File: src/irq_mask_map.vh
// Register map, field positions, reset values and codes of the interrupt mask and level block.
`ifndef IRQ_MASK_MAP_VH
`define IRQ_MASK_MAP_VH
`define ENABLE_MASK_ADDR 12'h0a8
`define LEVEL_SELECT_ADDR 12'h0b8
`define BIT_OP_ADDR 12'h0c0
`define BIT_RESULT_ADDR 12'h0c4
`define SERVICE_ADDR 12'h0c8
`define EVENT_STATUS_ADDR 12'h0cc
`define EVENT_MASK_ADDR 12'h0d0
`define GLOBAL_GATE_BIT 7
`define SPI_PORT_BIT 6
`define TIMER2_BIT 5
`define UART_BIT 4
`define TIMER1_BIT 3
`define EXT_LINE1_BIT 2
`define TIMER0_BIT 1
`define EXT_LINE0_BIT 0
`define LEVEL_FIXED_BIT 7
`define ENABLE_RESET 8'h00
`define LEVEL_RESET 7'h00
`define BIT_OP_SET 2'h1
`define BIT_OP_CLEAR 2'h2
`define BIT_OP_TEST 2'h3
`define SEL_ENABLE 1'b0
`define SEL_LEVEL 1'b1
`define SVC_ACK_LOW 2'h1
`define SVC_ACK_HIGH 2'h2
`define SVC_RETURN 2'h3
`define EVT_REQUEST_BIT 0
`define EVT_PREEMPT_BIT 1
`define EVT_RETURN_BIT 2
`define EVT_WIDTH 3
`endif

File: src/legacy_irq_mask_priority.v
// Interrupt enable masking and two-level priority selection with an APB register slave.
`timescale 1ns/1ps
`default_nettype none
`include "irq_mask_map.vh"
// Summary of operation
// The global gate bit 7 of the enable register blocks every source when 0 and lets each follow its mask when 1.
// The enable register sits at 0xA8 and each bit can be set, cleared or tested alone.
// Serial peripheral port requests pass only while enable bit 6 is 1.
// Timer 2 requests from either low or high overflow flag pass only while enable bit 5 is 1.
// UART requests pass only while enable bit 4 is 1.
// Timer 1 overflow requests pass only while enable bit 3 is 1.
// External line 1 requests pass only while enable bit 2 is 1.
// Timer 0 overflow requests pass only while enable bit 1 is 1.
// External line 0 requests pass only while enable bit 0 is 1.
// The level register sits at 0xB8 with bit access, 0 meaning low level and 1 high level.
// Level bits map to sources exactly as the enable bits do.
// Level bit 7 always reads 1 and ignores writes.
// A high-level request preempts a low-level routine and nothing preempts a high-level routine.
// Equal-level requests are chosen in fixed order from external line 0 up to the serial peripheral port.
// Pending requests are sampled and decoded every clock so detection takes one cycle, three for the synchronised external lines.
// Reset clears all enable bits and all usable level bits.
module legacy_irq_mask_priority (
  input wire pclk,
  input wire presetn,
  input wire psel,
  input wire penable,
  input wire pwrite,
  input wire [11:0] paddr,
  input wire [31:0] pwdata,
  output reg [31:0] prdata,
  output reg pready,
  output reg pslverr,
  input wire ext_irq_line0_pin_n,
  input wire ext_irq_line1_pin_n,
  input wire timer0_overflow_flag,
  input wire timer1_overflow_flag,
  input wire async_serial_port_irq,
  input wire timer2_low_overflow_flag,
  input wire timer2_high_overflow_flag,
  input wire serial_periph_port_irq,
  input wire [1:0] service_cmd,
  output reg irq_request,
  output reg [2:0] irq_source,
  output reg irq_high_level,
  output reg irq_out
);
  // ==========================================================================
  // Source gathering
  // ==========================================================================
  localparam ST_IDLE = 3'b001;
  localparam ST_LOW = 3'b010;
  localparam ST_HIGH = 3'b100;
  wire [1:0] ext_sync;
  reg [7:0] enable_reg;
  reg [6:0] level_reg;
  reg [2:0] state_reg;
  reg [2:0] state_next;
  reg [2:0] evt_status_reg;
  reg [2:0] evt_mask_reg;
  reg bit_result_reg;
  reg [6:0] raw_req;
  reg [6:0] gated_req;
  reg [6:0] high_req;
  reg [6:0] low_req;
  reg [6:0] pick_vec;
  reg [2:0] pick_idx;
  reg pick_valid;
  reg pick_high;
  reg [2:0] evt_set;
  reg [7:0] bit_mask;
  integer k;
  pin_sync #(.WIDTH(2)) u_ext_sync (
    .pclk(pclk),
    .presetn(presetn),
    .async_in({~ext_irq_line1_pin_n, ~ext_irq_line0_pin_n}),
    .sync_out(ext_sync)
  );
  always @* begin
    raw_req[`EXT_LINE0_BIT] = ext_sync[0];
    raw_req[`TIMER0_BIT] = timer0_overflow_flag;
    raw_req[`EXT_LINE1_BIT] = ext_sync[1];
    raw_req[`TIMER1_BIT] = timer1_overflow_flag;
    raw_req[`UART_BIT] = async_serial_port_irq;
    raw_req[`TIMER2_BIT] = timer2_low_overflow_flag | timer2_high_overflow_flag;
    raw_req[`SPI_PORT_BIT] = serial_periph_port_irq;
  end
  // ==========================================================================
  // Masking and priority decode
  // ==========================================================================
  always @* begin
    gated_req = raw_req & enable_reg[6:0] & {7{enable_reg[`GLOBAL_GATE_BIT]}};
    high_req = gated_req & level_reg;
    low_req = gated_req & ~level_reg;
    pick_high = |high_req;
    pick_vec = pick_high ? high_req : low_req;
    pick_idx = 3'h0;
    pick_valid = 1'b0;
    for (k = 6; k >= 0; k = k - 1) begin
      if (pick_vec[k]) begin
        pick_idx = k[2:0];
        pick_valid = 1'b1;
      end
    end
    // A request is offered only when it may preempt what is running.
    case (state_reg)
      ST_IDLE: pick_valid = pick_valid;
      ST_LOW: pick_valid = pick_valid & pick_high;
      ST_HIGH: pick_valid = 1'b0;
      default: pick_valid = 1'b0;
    endcase
  end
  // ==========================================================================
  // Service state
  // ==========================================================================
  always @* begin
    state_next = state_reg;
    evt_set = 3'h0;
    case (state_reg)
      ST_IDLE: begin
        if (service_cmd == `SVC_ACK_HIGH) begin
          state_next = ST_HIGH;
        end else if (service_cmd == `SVC_ACK_LOW) begin
          state_next = ST_LOW;
        end
      end
      ST_LOW: begin
        if (service_cmd == `SVC_ACK_HIGH) begin
          state_next = ST_HIGH;
          evt_set[`EVT_PREEMPT_BIT] = 1'b1;
        end else if (service_cmd == `SVC_RETURN) begin
          state_next = ST_IDLE;
          evt_set[`EVT_RETURN_BIT] = 1'b1;
        end
      end
      ST_HIGH: begin
        if (service_cmd == `SVC_RETURN) begin
          state_next = ST_IDLE;
          evt_set[`EVT_RETURN_BIT] = 1'b1;
        end
      end
      default: state_next = ST_IDLE;
    endcase
    evt_set[`EVT_REQUEST_BIT] = pick_valid & ~irq_request;
  end
  always @(posedge pclk or negedge presetn) begin
    if (!presetn) begin
      state_reg <= ST_IDLE;
      irq_request <= 1'b0;
      irq_source <= 3'h0;
      irq_high_level <= 1'b0;
      irq_out <= 1'b0;
    end else begin
      state_reg <= state_next;
      irq_request <= pick_valid;
      irq_source <= pick_idx;
      irq_high_level <= pick_high;
      irq_out <= |(evt_status_reg & evt_mask_reg);
    end
  end
  // ==========================================================================
  // APB address decode
  // ==========================================================================
  wire apb_write = psel & penable & pwrite & pready;
  wire bit_sel = pwdata[3];
  reg read_hit;
  reg write_hit;
  reg [31:0] read_data;
  reg [2:0] evt_clear;
  always @* begin
    bit_mask = 8'h01 << pwdata[2:0];
  end
  // Read data and the error answer are decided at the setup edge so that they stand with pready.
  always @* begin
    read_hit = 1'b1;
    read_data = 32'h00000000;
    case (paddr)
      `ENABLE_MASK_ADDR: begin
        read_data = {24'h000000, enable_reg};
      end
      `LEVEL_SELECT_ADDR: begin
        read_data = {24'h000000, 1'b1, level_reg};
      end
      `BIT_RESULT_ADDR: begin
        read_data = {31'h00000000, bit_result_reg};
      end
      `SERVICE_ADDR: begin
        read_data = {26'h0000000, state_reg, irq_request, 2'h0};
      end
      `EVENT_STATUS_ADDR: begin
        read_data = {29'h00000000, evt_status_reg};
      end
      `EVENT_MASK_ADDR: begin
        read_data = {29'h00000000, evt_mask_reg};
      end
      default: begin
        read_hit = 1'b0;
      end
    endcase
  end
  // The bit operation register is write-only and the result and service registers are read-only.
  always @* begin
    write_hit = 1'b0;
    case (paddr)
      `ENABLE_MASK_ADDR: begin
        write_hit = 1'b1;
      end
      `LEVEL_SELECT_ADDR: begin
        write_hit = 1'b1;
      end
      `BIT_OP_ADDR: begin
        write_hit = 1'b1;
      end
      `EVENT_STATUS_ADDR: begin
        write_hit = 1'b1;
      end
      `EVENT_MASK_ADDR: begin
        write_hit = 1'b1;
      end
      default: begin
        write_hit = 1'b0;
      end
    endcase
  end
  // ==========================================================================
  // APB register slave
  // ==========================================================================
  always @(posedge pclk or negedge presetn) begin
    if (!presetn) begin
      enable_reg <= `ENABLE_RESET;
      level_reg <= `LEVEL_RESET;
      evt_mask_reg <= 3'h0;
      bit_result_reg <= 1'b0;
      pready <= 1'b0;
      pslverr <= 1'b0;
      prdata <= 32'h00000000;
    end else begin
      pready <= psel & ~penable;
      pslverr <= 1'b0;
      if (apb_write) begin
        case (paddr)
          `ENABLE_MASK_ADDR: enable_reg <= pwdata[7:0];
          `LEVEL_SELECT_ADDR: level_reg <= pwdata[6:0];
          `EVENT_MASK_ADDR: evt_mask_reg <= pwdata[2:0];
          `EVENT_STATUS_ADDR: evt_mask_reg <= evt_mask_reg;
          `BIT_OP_ADDR: begin
            case (pwdata[5:4])
              `BIT_OP_SET: begin
                if (bit_sel == `SEL_ENABLE) begin
                  enable_reg <= enable_reg | bit_mask;
                end else begin
                  level_reg <= level_reg | bit_mask[6:0];
                end
              end
              `BIT_OP_CLEAR: begin
                if (bit_sel == `SEL_ENABLE) begin
                  enable_reg <= enable_reg & ~bit_mask;
                end else begin
                  level_reg <= level_reg & ~bit_mask[6:0];
                end
              end
              `BIT_OP_TEST: begin
                if (bit_sel == `SEL_ENABLE) begin
                  bit_result_reg <= |(enable_reg & bit_mask);
                end else begin
                  bit_result_reg <= |({1'b1, level_reg} & bit_mask);
                end
              end
              default: bit_result_reg <= bit_result_reg;
            endcase
          end
          default: evt_mask_reg <= evt_mask_reg;
        endcase
      end
      // An unmapped address answers with an error and its write falls away.
      if (psel && !penable) begin
        if (pwrite) begin
          pslverr <= ~write_hit;
        end else begin
          prdata <= read_data;
          pslverr <= ~read_hit;
        end
      end
    end
  end
  // ==========================================================================
  // Event status
  // ==========================================================================
  // Only a one written to a status bit clears it.
  always @* begin
    evt_clear = 3'h0;
    if (apb_write && paddr == `EVENT_STATUS_ADDR) begin
      evt_clear = pwdata[2:0];
    end
  end
  always @(posedge pclk or negedge presetn) begin
    if (!presetn) begin
      evt_status_reg <= 3'h0;
    end else begin
      // A new event wins over a clear in the same cycle.
      evt_status_reg <= (evt_status_reg & ~evt_clear) | evt_set;
    end
  end
endmodule // legacy_irq_mask_priority
`default_nettype wire

File: src/pin_sync.v
// Two-flop synchroniser for a vector of asynchronous inputs.
`timescale 1ns/1ps
`default_nettype none
module pin_sync #(
  parameter WIDTH = 2
) (
  input wire pclk,
  input wire presetn,
  input wire [WIDTH-1:0] async_in,
  output wire [WIDTH-1:0] sync_out
);
  reg [WIDTH-1:0] meta_reg;
  reg [WIDTH-1:0] sync_reg;
  genvar i;
  generate
    for (i = 0; i < WIDTH; i = i + 1) begin : g_bit
      always @(posedge pclk or negedge presetn) begin
        if (!presetn) begin
          meta_reg[i] <= 1'b0;
          sync_reg[i] <= 1'b0;
        end else begin
          meta_reg[i] <= async_in[i];
          sync_reg[i] <= meta_reg[i];
        end
      end
    end
  endgenerate
  assign sync_out = sync_reg;
endmodule // pin_sync
`default_nettype wire

File: config.mk
export PLATFORM = sky130hd
export DESIGN_NAME = legacy_irq_mask_priority
export DESIGN_NICKNAME = d
export VERILOG_FILES = /design/src/legacy_irq_mask_priority.v /design/src/pin_sync.v
export VERILOG_INCLUDE_DIRS = /design/src
export SDC_FILE = /design/constraint.sdc
export NUM_CORES = 1
export LEC_CHECK = 0
export BUFFER_PORTS_ARGS = -buffer_cell sky130_fd_sc_hd__clkbuf_2
export CAP_MARGIN = 10
export CORE_MARGIN = 2
export CORE_UTILIZATION = 40
export DETAILED_ROUTE_END_ITERATION = 8
export GPL_TIMING_DRIVEN = 0
export PLACE_DENSITY = 0.63
export RECOVER_POWER = 50
export SKIP_LAST_GASP = 1
export SYNTH_ARGS = -nofsm -noshare
export SYNTH_HDL_FRONTEND = slang
export SYNTH_SLANG_ARGS = --single-unit
File: constraint.sdc
create_clock -name pclk -period 2 [get_ports pclk]
set_clock_uncertainty 0.05 [all_clocks]
set_input_delay 0.1 -clock pclk [delete_from_list [all_inputs] [get_ports pclk]]
set_output_delay 0.1 -clock pclk [all_outputs]
set_load 0.01 [all_outputs]
# ---- Word-level counts from Yosys, hierarchy flattened
# Index checks and enable logic that the tools add are counted.
dict set report classes {
  bitwise 31
  n_reduce_logical 16
  n_eq_ne 22
  muxes 41
  n_shift 1
}
# cell count
set op_table {}
lappend op_table {{12-bit by 8-bit == test with 1-bit output (second input constant)} 7}
lappend op_table {{8-bit case mux with 6 select lines} 1}
lappend op_table {{3-bit 2-to-1 mux} 12}
lappend op_table {{7-bit bitwise AND} 5}
lappend op_table {{8-bit case mux with 2 select lines} 2}
lappend op_table {{7-bit case mux with 2 select lines} 2}
lappend op_table {{8-bit bitwise AND} 3}
lappend op_table {{7-bit 2-to-1 mux} 3}
lappend op_table {{1-bit 2-to-1 mux} 16}
lappend op_table {{8-bit 2-to-1 mux} 2}
lappend op_table {{8-bit OR reduction} 2}
lappend op_table {{3-bit inequality test (second input constant)} 5}
lappend op_table {{7-bit inverter} 2}
lappend op_table {{5-bit AND reduction} 2}
lappend op_table {{3-bit case mux with 3 select lines} 1}
lappend op_table {{2-bit == test (second input constant)} 4}
lappend op_table {{8-bit inverter} 1}
lappend op_table {{8-bit OR} 1}
lappend op_table {{1-bit by 3-bit << shifter with 8-bit output (first input constant)} 1}
lappend op_table {{1-bit inverter} 7}
lappend op_table {{7-bit OR} 1}
lappend op_table {{7-bit OR reduction} 1}
lappend op_table {{1-bit bitwise AND} 6}
lappend op_table {{3-bit bitwise AND} 2}
lappend op_table {{17 further kinds} 22}
dict set report totals {
  word_cells 128
  input_bits 59
  reg_bits 69
  out_inout_bits 40
}

# ---- Depth between registers and ports, before layout
# Gate-level depths: netlist (run 1).
dict set report depth {
  depth_word 17
  depth_mapped 8
  ltp_nobuf 7
}

# ---- Cells and area by module
# A second synthesis (run 1) with hierarchy kept.
dict set report hier_totals {
  cells_unflattened 333
  hier_area_um2 3019.1
}
# mod area_per_inst_um2 seq_area_each_um2 n_inst cells_per_inst
set by_module_without_submodules {}
lappend by_module_without_submodules {legacy_irq_mask_priority 2919.0 1027.2 1 329}
lappend by_module_without_submodules {pin_sync 100.1 100.1 1 4}

# ---- Least setup slack after synthesis (run 1)
# OpenSTA, ideal clock, no wires.
dict set report synth_timing {
  path_type {input to register}
  from {input port paddr[9]}
  to {register evt_mask_reg[1]}
  setup_time_ns 0.128
  path_slack_ns 0.368
  required_ns 1.822
  t_arrival_ns 1.454
  cell_stages 6
  path_buffers 1
  path_cell_list {nor4_4 -> and4_1 -> buf_2 -> nand3_1 -> nor2_2 -> mux2_1}
}
dict set report synth_via {
  elab_chain_len 2
}
# element line
set synth_lines {}
lappend synth_lines {{from (decl)} legacy_irq_mask_priority.v:28} ;# input wire [11:0] paddr,
lappend synth_lines {{12-bit by 8-bit == test with 1-bit output} legacy_irq_mask_priority.v:240} ;# case (paddr)
lappend synth_lines {{2-bit AND reduction (no line)} n/a}
lappend synth_lines {{to (signal assigned)} legacy_irq_mask_priority.v:243} ;# `EVENT_MASK_ADDR: evt_mask_reg <= pwdata[2:0];
lappend synth_lines {{to (signal assigned)} legacy_irq_mask_priority.v:244} ;# `EVENT_STATUS_ADDR: evt_mask_reg <= evt_mask_reg;
lappend synth_lines {{to (signal assigned)} legacy_irq_mask_priority.v:271} ;# default: evt_mask_reg <= evt_mask_reg;
lappend synth_lines {{to (decl)} legacy_irq_mask_priority.v:59} ;# reg [2:0] evt_mask_reg;
# No other way between the ends.
# A chain may end at the register's enable or synchronous reset.

==> results.json, run 1 <==
{
  "outcome": "finished clean",
  "synth.largest_area_cell": "dfrtp_1",
  "portBuffers": 48,
  "setup_violations": 0,
  "chipWidth_um": 92.7,
  "cp.required_ns": 2.13,
  "setup_tns_ns": 0,
  "clock_tree.root_cell": "clkbuf_8",
  "place_area_um2": 3600,
  "place_ws_ns": -0.0311,
  "fin_nets": 504,
  "hold_path_class": "input port to flip-flop",
  "nFillCells": 786,
  "dieArea_um2": 8590,
  "crit_path_start_kind": "flip-flop",
  "floorplan.initialDensity_pct": 40.9,
  "grt_max_degree": 46,
  "cts_made_buffers": 5,
  "rows": 32,
  "yosys_warnings": 0,
  "period_minus_slack_ns": 1.80,
  "seq_power_share_pct": 47.1,
  "synth.distinct_cells": 70,
  "via_per_inst": 5.56,
  "globalplace.congestion": 0.838,
  "seqCellArea_um2": 1130,
  "synth.area.top_cells": "dfrtp_1 (35%), buf_4 (6.2%), a21oi_1 (4.8%)",
  "ys_seq_area_share_pct": 35.8,
  "leakage_uw": 0.00175,
  "ys_ff_latch": 45,
  "multi_input_area_um2": 1780,
  "finalHoldViolCount": 0,
  "drive_gt1_share_pct": 24.8,
  "cts.sinks": 45,
  "firstDrtPassIters": 6,
  "rsz0062_at_grt": "no",
  "worst_setup_path_end_kind": "flip-flop",
  "grt-ovfl-total": 0,
  "synthCells": 358,
  "p_per_area_nw_per_um2": 563,
  "synth_compound_area_share_pct": 22.0,
  "dpl.hpwl_mm": 6.56,
  "final_cells": 545,
  "period_share_pct": 90.0,
  "synth_top_area_share_pct": 35.0,
  "clk_pin_slew_worst_paths_ns": 0.10,
  "p_switching_uw": 629,
  "fin_hold_ws_ns": 0.0200,
  "fmax_mhz": 556,
  "critPathArrivalTime_ns": 1.93,
  "vdd_drop_max_mv": 0.344,
  "stdcell_area_um2": 3780,
  "wl_per_cell_um": 16.2,
  "ios": 99,
  "critPathKind": "flip-flop to flip-flop",
  "cts_tree": "yes",
  "relSlewSlack_pct": 37.3,
  "p_sw_share_pct": 29.5,
  "worstSkewPairLatency_ns": 0.31,
  "max_cap_viol_count": 0,
  "synth_flop_cell": "dfrtp_1",
  "cp_max_fo": 6,
  "synth.cell_area_um2": 3150,
  "area_growth_pct": 20.2,
  "drt-initial-drc-count": 225,
  "die_y_um": 92.7,
  "synth_top_family_by_area": "simple AND/OR/NAND/NOR gates",
  "grtUsageTotal_pct": 20.5,
  "syn_avg_cell_area_um2": 8.79,
  "tightest_slew_ns": 0.940,
  "intPower_uw": 1500,
  "vias": 3028,
  "diodes": 0,
  "cts_buffer_depth": 2,
  "grt_pass1_wl_mm": 13.9,
  "placed_cells": 531,
  "grt_pass1_vias": 2809,
  "antenna_found_initial": 0,
  "p_comb_share_pct": 18.0,
  "slew_violations": 0,
  "synth_xor_area_share_pct": 0.557,
  "drt_wl_total_mm": 8.84,
  "design.core.area_um2": 7690,
  "drcViolationCount": 0,
  "ant_nets": 0,
  "worst_slack_ns": 0.200,
  "pwr-share-clk_pct": 34.9,
  "synth_fa_ha_area_share_pct": 1.19,
  "h-tree-depth": 2,
  "async_flop_share_pct": 100,
  "yosys.area_share.simple_pct": 24.1,
  "synth_edf_count": 0,
  "muxShareOfSynthArea_pct": 5.84
}
==> routing by layer <==
metal	up-vias	global-route usage, %	part of all wire (%)
met1	1444	28.2	43
met2	127	33.1	49
met4	0	6.50	0.62
met5	-	0	0
li1	1450	-	-
met3	7	3.34	6.9
==> worst paths after layout <==
| check | depth (start not counted) | endpoint | start | slack, ns |
|---|---|---|---|---|
| hold / removal | 2 | pready | psel | 0.02 |
| setup / recovery | 5 | evt_status_reg[0] | flip-flop | 0.20 |
| min in group asynchronous | 2 | prdata[7] | presetn | 0.19 |
| setup reg to reg | 5 | evt_status_reg[0] | flip-flop | 0.20 |
| max in group asynchronous | 3 | async pin | presetn | 0.43 |
| hold reg to reg | 0 | u_ext_sync.sync_out[0] | u_ext_sync.meta_reg[0] | 0.31 |
==> power by group through the flow <==
stage / clock network (uW) / registers [uW] / logic [uW]
final: 743 / 1000 / 384
after global routing: 802 / 1010 / 428
after CTS: 761 / 1000 / 383
after detailed placement: 0 / 1020 / 373
after global placement: 0 / 1020 / 367
after floorplan: 0 / 1010 / 256
==> repair_timing <==
action,4_1_cts,5_1_grt
pin swaps,0,1
gates resized for setup,1,1
hold buffers,6,0
setup endpoints to repair,2,4
buffers inserted,0,0
endpoints found under the hold margin,48,0
==> metrics by stage <==
step | utilization, % | power, uW
after CTS | 49.2 | 2150
after detailed placement | 46.8 | 1390
after global placement | 46.8 | 1390
after floorplan | - | 1260
final | 49.2 | 2130
after global routing | 49.2 | 2240
==> Yosys cell counts, types with 3 or more instances <==
master,count
o21ai_1,6
o21ai_0,14
dfrtp_1,44
buf_4,26
buf_2,6
mux2_2,5
a31oi_1,19
nand2_1,25
o31ai_1,4
nand3_1,19
a21oi_1,30
mux2_1,3
o41ai_1,3
mux2i_1,8
nor3_1,9
nand2b_1,3
nand4_1,10
a22oi_1,5
ha_1,3
nor2b_1,8
inv_1,14
clkbuf_1,8
nor2_1,19
and2_1,9
==> final cells by class <==
type	instances	area share [%]
clock inverter	3	1.32
sequential	45	29.8
clock buffer	5	1.82
multi-input combinational	279	47.2
timing repair buffer	55	7.91
tap	102	3.38
buffer	42	7.18
inverter	14	1.39
==> critical path, cell delays in order, from the launching register on <==
cell and delay (ns):
dfrtp_1 0.49, and2_1 0.21, o41ai_1 0.45, a311oi_1 0.16, a21oi_1 0.22, o31ai_1 0.09
==> cell families after synthesis <==
kind of cell	count (synthesis)
other cells	1
fa+ha+maj	3
buf+inv	57
simple gates	129
xor+xnor	2
mux	17
flops	45
compound gates	104
==> cells in the final DEF, fill, tap and decap left out, types with 3 or more instances in the layout <==
master,count
a21oi_1,30
a22oi_1,5
a31oi_1,19
and2_1,9
buf_2,7
buf_4,26
clkbuf_1,12
clkbuf_2,44
clkbuf_8,5
conb_1,24
dfrtp_1,44
dlygate4sd3_1,6
ha_1,3
inv_1,14
mux2_1,3
mux2_2,5
mux2i_1,8
nand2_1,25
nand2b_1,3
nand3_1,19
nand4_1,10
nor2_1,19
nor2b_1,8
nor3_1,8
o21ai_0,14
o21ai_1,6
o31ai_1,4
o41ai_1,3
Power figures use the tool's default switching activity.
==> run 2, diff against run 1 <==
--- a/config.mk
+++ b/config.mk
@@ -13,7 +13,7 @@
 export DETAILED_ROUTE_END_ITERATION = 8
 export GPL_TIMING_DRIVEN = 0
 export PLACE_DENSITY = 0.63
-export RECOVER_POWER = 50
+export RECOVER_POWER = 100
 export SKIP_LAST_GASP = 1
 export SYNTH_ARGS = -nofsm -noshare
 export SYNTH_HDL_FRONTEND = slang
==> run 2 against run 1 <==
Against the previous run: clock-buffer cell count unchanged; via count up 1.2%; routed wire length up 0.10%; register-to-register slack worse by 0.02 ns; non-clock buffer count unchanged; combinational power about the same; design area down 1.0%; power up 0.12%; critical path depth up 2; flip-flop and latch count unchanged; largest cell class unchanged; largest power group unchanged.
==> results.json, run 2 (synthesis results as in run 1) <==
{
  "period_share_pct": 92.5,
  "design.core.area_um2": 7690,
  "critical_path.max_stage_delay_ns": 0.48,
  "grt_max_degree": 46,
  "worstSkewPairLatency_ns": 0.31,
  "hold_path_class": "input port to flip-flop",
  "floorplan.initialDensity_pct": 40.9,
  "path_buf_inv": 2,
  "tightest_slew_ns": 0.930,
  "min_to": "pready",
  "relSlewSlack_pct": 38.0,
  "fin_nets": 504,
  "fmax_mhz": 541,
  "antenna_found_initial": 0,
  "crit_family": "compound AO/OA/AOI/OAI gates",
  "final_cell_mix": "dfrtp_1 (44), clkbuf_2 (32), a21oi_1 (30), clkbuf_1 (28)",
  "cts_buffer_depth": 2,
  "grtUsageTotal_pct": 20.5,
  "crit_path_start_kind": "input port",
  "grt_pass1_vias": 2809,
  "diodes": 0,
  "final_cells": 545,
  "h-tree-depth": 2,
  "grt-ovfl-total": 0,
  "ff2ff_path_depth": 5,
  "ant_nets": 0,
  "slew_violations": 0,
  "critPathKind": "input port to flip-flop",
  "cts.sinks": 45,
  "clock_tree.root_cell": "clkbuf_8",
  "cp_max_fo": 10,
  "whs_path_depth": 2,
  "rows": 32,
  "placed_cells": 531,
  "vias": 3064,
  "worst_setup_path_end_kind": "flip-flop",
  "cp.required_ns": 2.14,
  "min_from": "psel",
  "r2r_slack_ns": 0.18,
  "reg2reg_to": "evt_status_reg[0]",
  "period_minus_slack_ns": 1.85,
  "firstDrtPassIters": 5,
  "portBuffers": 48,
  "rsz0062_at_grt": "no",
  "grt_pass1_wl_mm": 13.9,
  "fin_util_pct": 48.7,
  "leakage_uw": 0.00169,
  "drive_gt1_share_pct": 20.8,
  "via_per_inst": 5.62,
  "path_cells": "clkbuf_2 > nor2b_1 > o21ai_0 > o32ai_1 > clkbuf_2 > a31o_1 > nand3_1",
  "die_y_um": 92.7,
  "outcome": "finished clean",
  "critPathArrivalTime_ns": 1.99,
  "postCtsSetupRepairBufs": 0,
  "globalplace.congestion": 0.838,
  "cts_tree": "yes",
  "cp_slowest_cell": "nor2b_1",
  "max_cap_viol_count": 0,
  "wl_per_cell_um": 16.2,
  "drt-initial-drc-count": 176,
  "dieArea_um2": 8590,
  "area_growth_pct": 18.9,
  "fin_hold_ws_ns": 0.0208,
  "clk_pin_slew_worst_paths_ns": 0.10,
  "finalHoldViolCount": 0,
  "drt_wl_total_mm": 8.85,
  "worst_path_most_repeated_cell": "clkbuf_2",
  "setup_violations": 0,
  "dpl.hpwl_mm": 6.56,
  "cts_made_buffers": 5,
  "p_per_area_nw_per_um2": 570,
  "ios": 99,
  "drcViolationCount": 0,
  "vdd_drop_max_mv": 0.345,
  "final_common_cell": "dfrtp_1",
  "chipWidth_um": 92.7
}
## run 2: cell types whose count changed in the layout (fill, tap and decap cells not counted), moves of 2 or more
cell,previous run,this run
clkbuf_1,12,28
clkbuf_2,44,32
o21ai_0,14,20
o21ai_1,6,0
buf_2,7,5
## run 2: area by class of cell
| class | instances | area [um2] |
|---|---|---|
| Clock buffer | 5 | 68.8 |
| Sequential cell | 45 | 1130 |
| Multi-Input combinational cell | 279 | 1770 |
| Timing Repair Buffer | 55 | 280 |
| Buffer | 42 | 262 |
| Inverter | 14 | 52.6 |
| Clock inverter | 3 | 50.0 |
| Tap cell | 102 | 128 |
| Fill cell | 798 | 3950 |
## run 2: through the flow
stage / setup slack, ns / cell area, um2 / total power, uW / TNS, ns
5_1_grt: 0.0503 / 3740 / 2240 / 0
6_report: 0.150 / 3740 / 2130 / 0
4_1_cts: 0.133 / 3780 / 2150 / 0
2_1_floorplan: 0.368 / 3230 / 1260 / 0
3_5_place_dp: -0.0311 / 3600 / 1390 / -0.0445
3_3_place_gp: -0.0443 / 3600 / 1390 / -0.0622
## run 2: metal layers
metal  vias up  wire (um)  track usage (%)
met5         -          0                0
met2       136       4260             33.1
li1       1455          -                -
met1      1459       3870             28.2
met3        14        614             3.34
met4         0        100             6.50
## run 2: how the worst max path moves through the flow
stage | start | to | slack (ns) | depth (start not counted)
final | pwdata[5] | flip-flop | 0.15 | 7
after global routing | flip-flop | irq_source[1] | 0.05 | 6
after CTS | flip-flop | evt_status_reg[0] | 0.13 | 7
after detailed placement | flip-flop | evt_status_reg[0] | -0.03 | 6
after global placement | flip-flop | evt_status_reg[0] | -0.04 | 6
after floorplan | paddr[9] | evt_mask_reg[1] | 0.37 | 6
## run 2: worst register-to-register path: cells and delay by family, from the launching register on
family | cells | cell delay, ns
AO/OA/AOI/OAI | 4 | 0.94
flip-flops | 1 | 0.48
AND/OR/NAND/NOR | 1 | 0.22
## run 2: repair_timing
item	in CTS	in global routing
pin swaps	0	1
endpoints found under the setup margin	2	4
endpoints found under the hold margin	48	0
gates cloned	0	0
gates resized for setup	1	1
hold buffers	6	0
## run 2: where the power goes
| part | switching (uW) | total (uW) | leakage [uW] | internal (uW) |
|---|---|---|---|---|
| clock network | 364 | 747 | 0.0000603 | 384 |
| registers | 40.4 | 1000 | 0.000602 | 963 |
| logic | 229 | 383 | 0.00103 | 154 |
==> run 3, diff against run 2 <==
--- a/config.mk
+++ b/config.mk
@@ -6,6 +6,7 @@
 export SDC_FILE = /design/constraint.sdc
 export NUM_CORES = 1
 export LEC_CHECK = 0
+export ABC_AREA = 1
 export BUFFER_PORTS_ARGS = -buffer_cell sky130_fd_sc_hd__clkbuf_2
 export CAP_MARGIN = 10
 export CORE_MARGIN = 2
==> run 3 against run 2 <==
Against the previous run: fmax up 0.94%; design area down 1.9%; non-clock buffer count decreased by 11; power is 4.0% lower; area after synthesis down 3.5%; register-to-register slack barely moved; critical path type is now flip-flop to flip-flop; highest routed layer unchanged.
==> results.json, run 3 <==
{
  "setup_tns_ns": 0,
  "vdd_drop_max_mv": 0.346,
  "cts_made_buffers": 5,
  "seqCellArea_um2": 1130,
  "period_minus_slack_ns": 1.83,
  "critPathKind": "flip-flop to flip-flop",
  "chipWidth_um": 91.2,
  "synth.largest_area_cell": "dfrtp_1",
  "nFillCells": 781,
  "vias": 2955,
  "rows": 31,
  "clock_tree.root_cell": "clkbuf_8",
  "ff2ff_path_depth": 13,
  "fin_util_pct": 50.3,
  "h-tree-depth": 2,
  "stdcell_area_um2": 3670,
  "tightest_slew_ns": 1.31,
  "worstSkewPairLatency_ns": 0.30,
  "leakage_uw": 0.00189,
  "synth_edf_count": 0,
  "grt-ovfl-total": 0,
  "cts.sinks": 45,
  "grt_max_degree": 46,
  "hold_path_class": "input port to flip-flop",
  "p_sw_share_pct": 31.6,
  "postCtsSetupRepairBufs": 0,
  "crit_path_start_kind": "flip-flop",
  "fin_nets": 585,
  "diodes": 0,
  "relSlewSlack_pct": 12.7,
  "synth.distinct_cells": 36,
  "design.core.area_um2": 7290,
  "synth_top_area_share_pct": 36.2,
  "critPathArrivalTime_ns": 1.98,
  "place_area_um2": 3490,
  "rsz0062_at_grt": "yes",
  "async_flop_share_pct": 100,
  "firstDrtPassIters": 4,
  "cp.required_ns": 2.14,
  "intPower_uw": 1400,
  "syn_avg_cell_area_um2": 6.94,
  "via_per_inst": 4.74,
  "globalplace.congestion": 0.944,
  "grt_pass1_vias": 2788,
  "outcome": "finished clean",
  "max_cap_viol_count": 0,
  "setup_violations": 0,
  "whs_path_depth": 3,
  "clk_pin_slew_worst_paths_ns": 0.09,
  "yosys_warnings": 0,
  "synthCells": 438,
  "dpl.hpwl_mm": 6.14,
  "multi_input_area_um2": 1550,
  "synth.area.top_cells": "dfrtp_1 (36%), nand2_1 (16%), inv_1 (8.0%)",
  "period_share_pct": 91.6,
  "grt_pass1_wl_mm": 12.9,
  "slew_violations": 0,
  "synth.cell_area_um2": 3040,
  "synth_most_common_cell": "nand2_1",
  "ant_nets": 0,
  "drt_wl_total_mm": 7.66,
  "grtUsageTotal_pct": 19.4,
  "ys_seq_area_share_pct": 37.1,
  "drive_gt1_share_pct": 17.7,
  "floorplan.initialDensity_pct": 41.7,
  "synth_flop_cell": "dfrtp_1",
  "finalPower_uw": 2050,
  "cts_buffer_depth": 2,
  "cp_max_fo": 9,
  "ios": 99,
  "worst_setup_path_end_kind": "flip-flop",
  "fmax_mhz": 546,
  "wl_per_cell_um": 12.3,
  "dieArea_um2": 8310,
  "cts_tree": "yes",
  "drcViolationCount": 0,
  "synth_common_cells": "nand2_1 (127), inv_1 (65), dfrtp_1 (44)",
  "finalHoldViolCount": 0,
  "portBuffers": 49,
  "drt-initial-drc-count": 137,
  "antenna_found_initial": 0,
  "p_comb_share_pct": 21.7,
  "final_cell_mix": "nand2_1 (124), inv_1 (65), dfrtp_1 (44), nand3_1 (41), clkbuf_2 (31)",
  "area_growth_pct": 20.8,
  "die_y_um": 91.2,
  "ys_ff_latch": 45,
  "pwr-share-clk_pct": 28.1,
  "final_common_cell": "nand2_1",
  "seq_power_share_pct": 50.3,
  "p_per_area_nw_per_um2": 558,
  "p_switching_uw": 646
}
## run 3: cell count changes after synthesis, moves of 9 or more
cell     delta
nand2_1   +102
a31oi_1    -18
nand3_1    +22
o22ai_1    +11
a21oi_1    -22
inv_1      +51
and2_1      -9
o21ai_0    +15
## run 3: path summary, 6_finish.rpt
| check | startpoint | end | slack, ns |
|---|---|---|---|
| min in group asynchronous | presetn | irq_source[1] | 0.56 |
| min | service_cmd[0] | state_reg[0] | 0.04 |
| max reg2reg | flip-flop | evt_status_reg[0] | 0.17 |
| max in group asynchronous | presetn | irq_request | 0.57 |
| max | flip-flop | evt_status_reg[0] | 0.17 |
| min reg2reg | u_ext_sync.meta_reg[0] | u_ext_sync.sync_out[0] | 0.31 |
## run 3: cell families after synthesis
logic type      after synthesis  share of synthesized area [%]
flops                        45                           37.1
simple gates                224                           33.2
fa+ha+maj                     3                           1.24
buf+inv                      99                           15.8
other cells                   1                          0.123
compound gates               66                           12.5
## run 3: power by group through the flow
stage / logic, uW / registers [uW] / clock network [uW]
global route: 510 / 1040 / 630
global placement: 425 / 1040 / 0
CTS: 436 / 1030 / 588
floorplan: 282 / 1040 / 0
finish: 444 / 1030 / 575
detailed placement: 429 / 1050 / 0
## run 3: critical path, cell delays in order, from the launching register on
cell and delay [ns]:
dfrtp_1 0.36, buf_4 0.17, inv_4 0.11, nor2_2 0.06
nand2_1 0.09, nand2_2 0.08, nor2_4 0.20, nand3_1 0.12
nand2_2 0.10, nand2_2 0.09, nor2_4 0.13, nand2_1 0.06
nand3_1 0.06, nand2_1 0.05
## run 3: through the flow
stage,hold slack [ns],cells,setup WS [ns]
floorplan,-0.246,461,0.359
global placement,0.198,609,-0.0238
detailed placement,0.198,609,-0.0279
CTS,0.00201,621,0.0159
global route,0.0720,623,-0.0254
finish,0.0446,623,0.167
## run 3: timing repair
item	CTS	global route
hold buffers	4	1
endpoints found under the setup margin	1	5
pin swaps	0	2
hold endpoints to repair	3	19
resized for setup	1	11
## run 3: area by class of cell
type / count / share of cell area, %
Multi-Input combinational cell: 317 / 42.1
Sequential cell: 45 / 30.7
Timing Repair Buffer: 55 / 8.18
Inverter: 68 / 7.02
Buffer: 31 / 6.10
Tap cell: 99 / 3.38
Clock buffer: 5 / 1.88
Clock inverter: 3 / 0.580
## run 3: routing by layer
| metal | share of wire [%] | track usage (%) | up-vias |
|---|---|---|---|
| met5 | 0 | 0 | - |
| met4 | 1.2 | 5.30 | 0 |
| met3 | 4.9 | 2.57 | 9 |
| met2 | 50 | 34.7 | 73 |
| met1 | 44 | 24.4 | 1332 |
| li1 | - | - | 1541 |
